File: src/core/ata_sec_pkg.sv
// Constants and types for the recalibrate and security erase command handler.
// Assumes a 32-bit APB register bus and same-clock media control logic.
package ata_sec_pkg;

	// Register byte addresses
	localparam logic [7:0] addr_data = 8'h00;
	localparam logic [7:0] addr_error = 8'h04;
	localparam logic [7:0] addr_head = 8'h08;
	localparam logic [7:0] addr_command = 8'h0C;
	localparam logic [7:0] addr_status = 8'h10;
	localparam logic [7:0] addr_security = 8'h14;

	// Opcodes
	localparam logic [3:0] op_recal_hi = 4'h1;
	localparam logic [7:0] op_disable_pw = 8'hF6;
	localparam logic [7:0] op_erase_prep = 8'hF3;
	localparam logic [7:0] op_erase_unit = 8'hF4;

	// Error bits
	localparam int err_abort_bit = 2;
	localparam int err_track0_bit = 1;

	// Status bits
	localparam int st_busy_bit = 7;
	localparam int st_ready_bit = 6;
	localparam int st_seek_done_bit = 4;
	localparam int st_drq_bit = 3;
	localparam int st_err_bit = 0;

	// Password sector layout, in 16-bit words
	localparam logic [7:0] pw_first_word = 8'h01;
	localparam logic [7:0] pw_last_word = 8'h10;
	localparam logic [7:0] sector_last_word = 8'hFF;
	localparam int pw_id_bit = 0;
	localparam int pw_bits = 256;

	// Reset values and LBA width
	localparam logic [7:0] head_reset = 8'hA0;
	localparam logic [7:0] byte_zero = 8'h00;
	localparam logic [31:0] word_zero = 32'h0000_0000;
	localparam int lba_bits = 28;

	typedef enum logic [3:0] {
		st_idle = 4'b0001,
		st_seek = 4'b0010,
		st_xfer = 4'b0100,
		st_erase = 4'b1000
	} cmd_state_type;

	// Requests to the servo and media writer
	typedef struct packed {
		logic seek_track0;
		logic erase;
		logic [lba_bits-1:0] erase_last_lba;
		logic erase_verify;
		logic defect_update;
	} media_req_type;

	// Answers from the servo and media writer
	typedef struct packed {
		logic seek_done;
		logic seek_fail;
		logic erase_done;
	} media_rsp_type;

endpackage

File: src/core/ata_sec_cmd.sv
// Command handler for recalibrate and the security disable/erase commands.
// Assumes media control logic and the password store run on pclk.
//
// Functional notes
// - Recalibrate opcode 1xh seeks heads to cylinder zero before completing.
// - Failed seek sets track-zero-not-found error and status error bit.
// - Disable password first takes exactly one data-out sector from host.
// - Supplied password matching the selected stored one turns lock off.
// - Disable password never alters the stored master password.
// - Sector: word 0 bit 0 identifier, words 1-16 password, rest reserved.
// - Identifier zero compares user password, one compares master password.
// - Erase prepare has no data phase and only arms the next erase.
// - Erase unit without directly preceding prepare is aborted, nothing erased.
// - Erase unit takes one data-out sector with the same layout.
// - Erase password mismatch aborts the command and leaves data intact.
// - Erase zeroes LBA zero through native max, protected area included.
// - Erase does no read verify and leaves defect lists untouched.
// - Successful erase disables lock and keeps the master password.
// - With lock already disabled, erase skips compare and just erases.
// - Erase lasts up to an hour; host timeouts must allow for it.
//
// Implementation choices: the address map and the APB interface to the registers.
`timescale 1ns/100ps
module ata_sec_cmd
	import ata_sec_pkg::*;
(
	// Clock and reset
	input wire logic pclk,
	input wire logic presetn,
	// APB slave
	input wire logic psel,
	input wire logic penable,
	input wire logic pwrite,
	input wire logic [7:0] paddr,
	input wire logic [31:0] pwdata,
	output logic [31:0] prdata,
	output logic pready,
	output logic pslverr,
	// Password store
	input wire logic [pw_bits-1:0] user_password,
	input wire logic [pw_bits-1:0] master_password,
	input wire logic [lba_bits-1:0] native_max_lba,
	output logic lock_enabled,
	// Media control
	output media_req_type media_req,
	input wire media_rsp_type media_rsp
);

	cmd_state_type state;
	logic [7:0] error_flags;
	logic [7:0] drive_head_select;
	logic [7:0] command_opcode;
	logic status_err;
	logic seek_complete;
	logic erase_armed;
	logic [7:0] word_count;
	logic id_master;
	logic pw_mismatch;
	logic [7:0] drive_status;
	logic bus_access;
	logic wr_fire;
	logic cmd_write;
	logic data_write;
	logic sec_write;
	logic cmd_accept;
	logic [15:0] expect_word;
	logic [15:0] data_word;
	logic word_bad;
	logic sector_end;
	logic pw_ok;
	logic next_abort;
	logic next_done;
	logic [31:0] next_prdata;
	logic next_slverr;

	// Bus strobes: write lands on the edge that completes the access
	always_comb begin
		bus_access = psel && penable && !pready;
		wr_fire = psel && penable && pready && pwrite;
		cmd_write = wr_fire && (paddr == addr_command);
		data_write = wr_fire && (paddr == addr_data);
		sec_write = wr_fire && (paddr == addr_security);
		cmd_accept = cmd_write && (state == st_idle);
		data_word = pwdata[15:0];
	end

	always_comb begin
		drive_status = byte_zero;
		drive_status[st_busy_bit] = (state != st_idle) && (state != st_xfer);
		drive_status[st_ready_bit] = 1'b1;
		drive_status[st_seek_done_bit] = seek_complete;
		drive_status[st_drq_bit] = (state == st_xfer);
		drive_status[st_err_bit] = status_err;
	end

	// Password words picked by identifier, one word per data write
	always_comb begin
		expect_word = 16'h0000;
		word_bad = 1'b0;
		if (word_count >= pw_first_word && word_count <= pw_last_word) begin
			if (id_master) begin
				expect_word = master_password[(word_count - 8'h01) * 16 +: 16];
			end else begin
				expect_word = user_password[(word_count - 8'h01) * 16 +: 16];
			end
			word_bad = (data_word != expect_word);
		end
		sector_end = data_write && (word_count == sector_last_word);
		pw_ok = !pw_mismatch && !word_bad;
	end

	// Command sequencing and abort decision
	always_comb begin
		next_abort = 1'b0;
		next_done = 1'b0;
		if (state == st_xfer && sector_end) begin
			if (command_opcode == op_disable_pw) begin
				next_abort = !pw_ok;
				next_done = pw_ok;
			end else if (lock_enabled && !pw_ok) begin
				next_abort = 1'b1;
			end
		end
		if (cmd_accept && data_word[7:0] == op_erase_unit && !erase_armed) begin
			next_abort = 1'b1;
		end
		if (cmd_accept && data_word[7:0] == op_erase_prep) begin
			next_done = 1'b1;
		end
	end

	always_ff @(posedge pclk or negedge presetn) begin
		if (!presetn) begin
			state <= st_idle;
		end else begin
			unique case (state)
				st_idle: begin
					if (cmd_accept) begin
						if (pwdata[7:4] == op_recal_hi) begin
							state <= st_seek;
						end else if (pwdata[7:0] == op_disable_pw) begin
							state <= st_xfer;
						end else if (pwdata[7:0] == op_erase_unit &&
							erase_armed) begin
							state <= st_xfer;
						end
					end
				end
				st_seek: begin
					if (media_rsp.seek_done || media_rsp.seek_fail) begin
						state <= st_idle;
					end
				end
				st_xfer: begin
					if (sector_end) begin
						if (command_opcode == op_erase_unit && !next_abort) begin
							state <= st_erase;
						end else begin
							state <= st_idle;
						end
					end
				end
				st_erase: begin
					if (media_rsp.erase_done) begin
						state <= st_idle;
					end
				end
			endcase
		end
	end

	always_ff @(posedge pclk or negedge presetn) begin
		if (!presetn) begin
			command_opcode <= byte_zero;
		end else if (cmd_accept) begin
			command_opcode <= pwdata[7:0];
		end
	end

	always_ff @(posedge pclk or negedge presetn) begin
		if (!presetn) begin
			drive_head_select <= head_reset;
		end else if (wr_fire && paddr == addr_head) begin
			drive_head_select <= pwdata[7:0];
		end
	end

	// Prepare arms only the command that directly follows it
	always_ff @(posedge pclk or negedge presetn) begin
		if (!presetn) begin
			erase_armed <= 1'b0;
		end else if (cmd_accept) begin
			erase_armed <= (pwdata[7:0] == op_erase_prep);
		end
	end

	// Sector word counter
	always_ff @(posedge pclk or negedge presetn) begin
		if (!presetn) begin
			word_count <= byte_zero;
		end else if (cmd_accept) begin
			word_count <= byte_zero;
		end else if (state == st_xfer && data_write) begin
			word_count <= word_count + 8'h01;
		end
	end

	// Identifier taken from control word zero
	always_ff @(posedge pclk or negedge presetn) begin
		if (!presetn) begin
			id_master <= 1'b0;
		end else if (state == st_xfer && data_write &&
			word_count == byte_zero) begin
			id_master <= data_word[pw_id_bit];
		end
	end

	// Running password compare, cleared by each new command
	always_ff @(posedge pclk or negedge presetn) begin
		if (!presetn) begin
			pw_mismatch <= 1'b0;
		end else if (cmd_accept) begin
			pw_mismatch <= 1'b0;
		end else if (state == st_xfer && data_write && word_bad) begin
			pw_mismatch <= 1'b1;
		end
	end

	// Lock flag; master password is never written here
	always_ff @(posedge pclk or negedge presetn) begin
		if (!presetn) begin
			lock_enabled <= 1'b0;
		end else if (state == st_xfer && sector_end && !next_abort) begin
			lock_enabled <= (command_opcode == op_erase_unit) ? lock_enabled :
				1'b0;
		end else if (state == st_erase && media_rsp.erase_done) begin
			lock_enabled <= 1'b0;
		end else if (sec_write) begin
			lock_enabled <= pwdata[0];
		end
	end

	// Error and status error reporting
	always_ff @(posedge pclk or negedge presetn) begin
		if (!presetn) begin
			error_flags <= byte_zero;
			status_err <= 1'b0;
		end else if (next_abort) begin
			error_flags <= byte_zero;
			error_flags[err_abort_bit] <= 1'b1;
			status_err <= 1'b1;
		end else if (state == st_seek && media_rsp.seek_fail) begin
			error_flags <= byte_zero;
			error_flags[err_track0_bit] <= 1'b1;
			status_err <= 1'b1;
		end else if (cmd_accept) begin
			error_flags <= byte_zero;
			status_err <= 1'b0;
		end
	end

	always_ff @(posedge pclk or negedge presetn) begin
		if (!presetn) begin
			seek_complete <= 1'b0;
		end else if (state == st_seek) begin
			seek_complete <= media_rsp.seek_done;
		end else if (next_done) begin
			seek_complete <= 1'b1;
		end
	end

	// Seek request pulse for recalibrate
	always_ff @(posedge pclk or negedge presetn) begin
		if (!presetn) begin
			media_req.seek_track0 <= 1'b0;
		end else begin
			media_req.seek_track0 <= cmd_accept &&
				(pwdata[7:4] == op_recal_hi);
		end
	end

	// Erase request pulse once the sector is accepted
	always_ff @(posedge pclk or negedge presetn) begin
		if (!presetn) begin
			media_req.erase <= 1'b0;
		end else begin
			media_req.erase <= (state == st_xfer) && sector_end &&
				(command_opcode == op_erase_unit) && !next_abort;
		end
	end

	// Erase scope: whole native range, zero fill, no verify
	always_ff @(posedge pclk or negedge presetn) begin
		if (!presetn) begin
			media_req.erase_last_lba <= '0;
			media_req.erase_verify <= 1'b0;
			media_req.defect_update <= 1'b0;
		end else begin
			media_req.erase_last_lba <= native_max_lba;
			media_req.erase_verify <= 1'b0;
			media_req.defect_update <= 1'b0;
		end
	end

	// APB read data, one wait state
	always_comb begin
		next_prdata = word_zero;
		next_slverr = 1'b0;
		unique case (paddr)
			addr_data: next_slverr = !pwrite;
			addr_error: next_prdata[7:0] = error_flags;
			addr_head: next_prdata[7:0] = drive_head_select;
			addr_command: next_slverr = !pwrite;
			addr_status: next_prdata[7:0] = drive_status;
			addr_security: next_prdata[0] = lock_enabled;
			default: next_slverr = 1'b1;
		endcase
		if (pwrite && (paddr == addr_error || paddr == addr_status)) begin
			next_slverr = 1'b1;
		end
	end

	// Ready answers the first access cycle
	always_ff @(posedge pclk or negedge presetn) begin
		if (!presetn) begin
			pready <= 1'b0;
		end else begin
			pready <= bus_access;
		end
	end

	// Read data and error stand only with ready
	always_ff @(posedge pclk or negedge presetn) begin
		if (!presetn) begin
			prdata <= word_zero;
			pslverr <= 1'b0;
		end else begin
			prdata <= (bus_access && !pwrite) ? next_prdata : word_zero;
			pslverr <= bus_access && next_slverr;
		end
	end

endmodule

File: config.mk
export PLATFORM = sky130hd
export DESIGN_NAME = ata_sec_cmd
export DESIGN_NICKNAME = d
export VERILOG_FILES = /design/src/core/ata_sec_pkg.sv /design/src/core/ata_sec_cmd.sv
export SDC_FILE = /design/constraint.sdc
export NUM_CORES = 1
export LEC_CHECK = 0
export ABC_AREA = 1
export ABC_CLOCK_PERIOD_IN_PS = 8000
export BUFFER_PORTS_ARGS = -buffer_cell sky130_fd_sc_hd__buf_2
export CORE_AREA = 2 2 253 255
export CTS_CLUSTER_DIAMETER = 200
export DETAILED_ROUTE_END_ITERATION = 16
export DIE_AREA = 0 0 255 257
export PLACE_DENSITY_LB_ADDON = 0.08
export REMOVE_ABC_BUFFERS = 1
export SYNTH_ARGS = -nofsm -noshare
export SYNTH_HDL_FRONTEND = slang
export SYNTH_SLANG_ARGS = --single-unit
File: constraint.sdc
create_clock -name pclk -period 8 [get_ports pclk]
set_clock_uncertainty 0.05 [all_clocks]
set_input_delay 1.2 -clock pclk [delete_from_list [all_inputs] [get_ports pclk]]
set_output_delay 1.2 -clock pclk [all_outputs]
set_load 0.05 [all_outputs]
# After elaboration in Yosys (flattened, before gate mapping)
# Index checks and enable logic that the tools add are counted.
[classes]
addsub = 2
order_cmp = 2
n_eq_ne = 25
shift = 2
mux = 40
reduce_logical = 52
[op_table]
columns = ["cell", "count"]
rows = [
  ["$shiftx A256 B33 Y16", 2],
  ["$eq A8 B8 Y1 const B", 6],
  ["$mux W8", 6],
  ["$logic_and A1 B1 Y1", 32],
  ["$mux W16", 2],
  ["$mux W4", 8],
  ["$pmux W7 S3", 1],
  ["$mux W1", 20],
  ["$eq A8 B4 Y1 const B", 2],
  ["$eq A8 B5 Y1 const B", 2],
  ["$logic_not A8 Y1", 2],
  ["$ne A16 B16 Y1", 1],
  ["$pmux W4 S4", 1],
  ["$sub A8 B1 Y9 const B", 1],
  ["$add A8 B1 Y8 const B", 1],
  ["$eq A4 B1 Y1 const B", 2],
  ["$eq A8 B3 Y1 const B", 1],
  ["$ge A8 B1 Y1 const B", 1],
  ["$le A8 B5 Y1 const B", 1],
  ["$ne A2 B2 Y1 const B", 4],
  ["$ne A4 B1 Y1 const B", 2],
  ["$logic_not A1 Y1", 7],
  ["$reduce_bool A2 Y1", 3],
  ["$reduce_bool A3 Y1", 2],
  ["other kinds (12)", 13],
]
[word_totals]
register_bits = 82
in_bits = 588
out_inout_bits = 67
wordCells = 140

# Longest topological paths before layout
[depth]
ltp_word = 19
depth_mapped = 24
mapped_depth_nobuf = 21

# Worst setup path before layout
# OpenSTA, ideal clock, no wires.
[synth_path]
path_type = "register -> register"
from = "register word_count[0]"
to = "register status_err"
arrival_ns = 2.807
required_time_ns = 7.826
setup_slack_ns = 5.019
stages_incl_launch_ff = 23
path_buffers = 4
synth_period_minus_slack_ns = 2.981
path_cell_list = "dfrtp_1 -> inv_2 -> buf_2 -> buf_2 -> ha_1 -> inv_1 -> clkbuf_1 -> clkbuf_1 -> nand3_1 -> nand3_1 -> nand3_1 -> nand4_1 -> nand2_1 -> nor2_1 -> nand2_1 -> nor2_1 -> nand2_1 -> nand2_2 -> nand2_1 -> nand2_2 -> nand2_1 -> inv_1 -> nand3_1"
[synth_via]
elab_chain_len = 15
word_cells_on_any_way = 23
classes_between = "add/sub: 1; order compare: 2; eq/ne: 2; shift: 2; mux: 8; reduce/logical: 8"
[synth_lines]
columns = ["item", "line_no", "text"]
rows = [
  ["start, declared", "ata_sec_cmd.sv:56", "logic [7:0] word_count;"],
  ["start signal, assigned", "ata_sec_cmd.sv:200", "word_count <= byte_zero;"],
  ["start signal, assigned", "ata_sec_cmd.sv:202", "word_count <= byte_zero;"],
  ["start signal, assigned", "ata_sec_cmd.sv:204", "word_count <= word_count + 8'h01;"],
  ["$sub A8 B1 Y9", "ata_sec_cmd.sv:102, ata_sec_cmd.sv:104", ""],
  ["$shiftx A256 B33 Y16, on equally long branches", "ata_sec_cmd.sv:104, ata_sec_cmd.sv:102", ""],
  ["$mux W16", "ata_sec_cmd.sv:101", "if (id_master) begin"],
  ["$mux W16", "ata_sec_cmd.sv:100", "if (word_count >= pw_first_word && word_count <= pw_last_word) begin"],
  ["$ne A16 B16 Y1", "ata_sec_cmd.sv:106", "word_bad = (data_word != expect_word);"],
  ["$mux W1", "ata_sec_cmd.sv:100", ""],
  ["$logic_not A1 Y1", "ata_sec_cmd.sv:109", "pw_ok = !pw_mismatch && !word_bad;"],
  ["$logic_and A1 B1 Y1", "ata_sec_cmd.sv:109", ""],
  ["$logic_not A1 Y1", "ata_sec_cmd.sv:118, ata_sec_cmd.sv:120", ""],
  ["$logic_and A1 B1 Y1", "ata_sec_cmd.sv:120", "end else if (lock_enabled && !pw_ok) begin"],
  ["$mux W1", "ata_sec_cmd.sv:120", ""],
  ["$mux W1", "ata_sec_cmd.sv:117", "if (command_opcode == op_disable_pw) begin"],
  ["$mux W1 *", "ata_sec_cmd.sv:116", "if (state == st_xfer && sector_end) begin"],
  ["$mux W1 *", "ata_sec_cmd.sv:124", "if (cmd_accept && data_word[7:0] == op_erase_unit && !erase_armed) begin"],
  ["$reduce_bool A3 Y1 (no line) / $mux W1 (equally long branches)", "-", ""],
  ["end signal, assigned", "ata_sec_cmd.sv:247", "status_err <= 1'b0;"],
  ["end signal, assigned", "ata_sec_cmd.sv:251", "status_err <= 1'b1;"],
  ["end signal, assigned", "ata_sec_cmd.sv:255", "status_err <= 1'b1;"],
  ["end, declared", "ata_sec_cmd.sv:53", "logic status_err;"],
]
# Mark *: on every way between the ends. The rest lies on a longest branch, timed or not. The select of a mux whose other input is x is not followed.
# A chain may end at the register's enable or synchronous reset.

# Worst setup path after layout
[layout_path]
from = "register word_count[0]"
to = "register lock_enabled"
[layout_via]
elab_chain_len = 18
word_cells_on_any_way = 27
classes_between = "add/sub: 1; order compare: 2; eq/ne: 3; shift: 2; mux: 8; reduce/logical: 11"
[layout_lines]
columns = ["item", "line_no", "text"]
rows = [
  ["$sub A8 B1 Y9", "ata_sec_cmd.sv:102, ata_sec_cmd.sv:104", ""],
  ["$shiftx A256 B33 Y16, on equally long branches", "ata_sec_cmd.sv:104, ata_sec_cmd.sv:102", ""],
  ["$mux W16", "ata_sec_cmd.sv:101", ""],
  ["$mux W16", "ata_sec_cmd.sv:100", ""],
  ["$ne A16 B16 Y1", "ata_sec_cmd.sv:106", ""],
  ["$mux W1", "ata_sec_cmd.sv:100", ""],
  ["$logic_not A1 Y1", "ata_sec_cmd.sv:109", ""],
  ["$logic_and A1 B1 Y1", "ata_sec_cmd.sv:109", ""],
  ["[... 2 more ...]", "-", ""],
  ["$mux W1", "ata_sec_cmd.sv:120", ""],
  ["$mux W1", "ata_sec_cmd.sv:117", ""],
  ["$mux W1", "ata_sec_cmd.sv:116", ""],
  ["$mux W1", "ata_sec_cmd.sv:124", ""],
  ["$logic_not A1 Y1", "ata_sec_cmd.sv:233", "end else if (state == st_xfer && sector_end && !next_abort) begin"],
  ["$logic_and A1 B1 Y1 *", "ata_sec_cmd.sv:233", ""],
  ["$ne A2 B2 Y1 (no line) / $reduce_bool A3 Y1 (equally long branches)", "-", ""],
  ["$reduce_and A2 Y1 (no line)", "-", ""],
  ["end signal, assigned", "ata_sec_cmd.sv:234", "lock_enabled <= (command_opcode == op_erase_unit) ? lock_enabled :"],
  ["end signal, assigned", "ata_sec_cmd.sv:239", "lock_enabled <= pwdata[0];"],
  ["end, declared", "ata_sec_cmd.sv:43", "output logic lock_enabled,"],
]
# Marked as above.

==> summary.txt <==
Die W - 255 um
syn_area_per_cell - 5.44 um^2
fmax - 205 MHz
CTS root buffer - clkbuf_16
CP Launch Point - word_count[0]$_DFFE_PN0P_
global-route wire length before repair - 85.4 mm
Commonest cells post-synth - nor2_1, nand3_1, nand2_1, o21ai_0, inv_1
hpwl dp - 46.0 mm
Slew Limit Fails - 0
unrepaired setup endpoints after global routing - false
reg2reg path depth - 19
sequential cell area fraction in the yosys report - 20.5%
Required @ worst endpoint - 8230 ps
cts repair resizes - 0
FP Rows - 92
1st-iter DRT viols - 521
Routed Antenna Nets - 0
IO Port Bufs - 612
Post-Place Setup Slack - 3020 ps
drt drc - 0
CP arrival - 5100 ps
GPL Wtd Cong - 0.849
CTS sink count - 76
Core Util, Final - 21.1%
Initial Utilization - 14.8%
Slew headroom - 27.7%
Via Count - 13000
wire per inst - 19.0 um
layout cell share with drive strength beyond 1 - 29.6%
startpoint types - flop
Post-Syn Instances - 1709
Reg area - 1910 um^2
area delta synth->final - 42.4%
largest net degree at the start of global routing - 101
I/O pin count - 655
Final Setup Violations - 0
area of the multi-input gates - 6250 um^2
synth unique cells - 39
power per cell area - 90.8 nW/um^2
Fillers - 7458
fin crit period - 4870 ps
Fin. Hold Viols - 0
Detailed Routing Iterations Pass 1 - 5
part of the cycle the worst path needs - 60.9%
nets - 2822
CP Capture Type - flop
vias in the first global route - 13300
min-delay src - pready$_DFF_PN0_
CTS tree - built
worst r2r src - word_count[0]$_DFFE_PN0P_
final setup margin - 3130 ps
WHS Path Cells - 1
grt ovf - 0
post-CTS setup buffer count - 0
Synth Register Bits - 76
die height - 257 um
worst skew pair latency - 350 ps
clock buffer depth - 2
Pleak - 6.70 nW
Die Area - 65500 um^2
H-tree level count - 3
Slew @ Worst Pin - 1080 ps
hold slack - 426 ps
Reg clk slew, reported paths - 60 ps
All-Layer GR Usage - 17.5%
worst min-delay path class - flop to flop
WL final - 59.0 mm
asr flop ratio synth - 100%
Synth area leaders - dfrtp_1, nor2_1, nand3_1, nand2_1, o21ai_0
outcome - finished, final reports clean
most frequent cell after synthesis - nor2_1
Yosys top cell by area - dfrtp_1
Syn. warnings - 0
Vias per Instance - 4.17
top cell type's share of synthesized area - 19.6%
crit path max fanout - 48
cts hold-fix bufs - 0
initial antenna violation count - 55
total CTS buffers - 9
Core ar. - 62700 um^2
Peak VDD IR - 0.0000777 V
max-cap violations - 0
dominant synthesized flop cell - dfrtp_1
EDFF count, synth - 0
Post-Syn Area - 9310 um^2
critical path class - flop to flop
registers in the layout, summed over array words and instances (netlist names):
name               cells
word_count             8
error_flags            2
id_master              1
media_req             30
state                  4
pslverr                1
lock_enabled           1
seek_complete          1
prdata                 8
command_opcode         8
erase_armed            1
status_err             1
pready                 1
pw_mismatch            1
drive_head_select      8
path summary, 6_finish.rpt:
path                            slack, ps                  endpoint
worst max-delay path                 3130  lock_enabled$_DFFE_PN0P_
worst min-delay path                  430          pready$_DFF_PN0_
worst max register to register       3130  lock_enabled$_DFFE_PN0P_
worst min register to register        430          pready$_DFF_PN0_
max in group asynchronous            6180     id_master$_DFFE_PN0P_
min in group asynchronous             990       prdata[3]$_DFF_PN0_
power by group:
group,internal [mW],switching (mW)
Clock,0.215,0.181
Sequential,0.407,0.00968
Combinational,0.167,0.223
cells by family (layout without fill, tap and decap cells):
logic type | after synthesis | in the layout | synth area share, %
other | 1 | 48 | 0.0403
and+or+nand+nor | 1156 | 1156 | 54.1
xor gates and xnor gates | 2 | 2 | 0.390
adders and majority gates | 3 | 3 | 0.403
buffers and inverters | 278 | 780 | 13.7
DFF | 76 | 76 | 20.5
AOI/OAI and AO/OA | 193 | 193 | 10.9
critical path, cell delays in order, from the launching register on:
cell and delay [ps]:
dfrtp_4 580, inv_4 530, ha_4 570, clkinv_2 530, buf_4 500, nand3_1 180, nand3_1 100, nand3_1 180
nand3_1 100, nand2_1 100, nand2_1 60, nor2_1 170, nand2_1 130, nor2_1 260, nand2_1 100, nand2_2 110
nand2_1 70, nand2_2 80, nand4_2 150, a21oi_2 180
final cells by class:
cell class              count  share of cell area (%)
clock buffers               9                    1.70
multi-input cells        1380                    47.2
clock inverters             7                   0.453
flip-flops and latches     76                    14.4
inverters                 140                    4.03
repair buffers            624                    23.8
diodes                     22                   0.416
well taps                 846                    7.99
placed cells by master (no fill, tap or decap), types with 23 or more instances in the layout:
cell | synthesis | layout
or2_0 | 59 | 59
nand2_1 | 254 | 254
inv_1 | 135 | 134
nand4_1 | 23 | 23
nand3_1 | 293 | 293
o21ai_0 | 145 | 145
dfrtp_1 | 73 | 71
buf_2 | 48 | 611
conb_1 | 1 | 26
nor2_1 | 471 | 471
per-layer routing:
| layer | part of all wire, % | global-route usage [%] |
|---|---|---|
| met3 | 5.9 | 3.99 |
| met2 | 51 | 31.8 |
| met4 | 1.6 | 3.15 |
| met5 | 0.41 | 0 |
| met1 | 41 | 20.8 |
stage by stage:
| step | instances | area [um^2] | setup TNS [ps] | total power [mW] |
|---|---|---|---|---|
| floorplan | 1596 | 8650 | -11320 | 0.612 |
| global placement | 3066 | 12900 | 0 | 0.819 |
| detailed placement | 3066 | 12900 | 0 | 0.818 |
| CTS | 3082 | 13200 | 0 | 1.22 |
| global route | 3097 | 13200 | 0 | 1.29 |
| finish | 3104 | 13200 | 0 | 1.20 |
No activity file was read; power rests on OpenSTA's default activity.
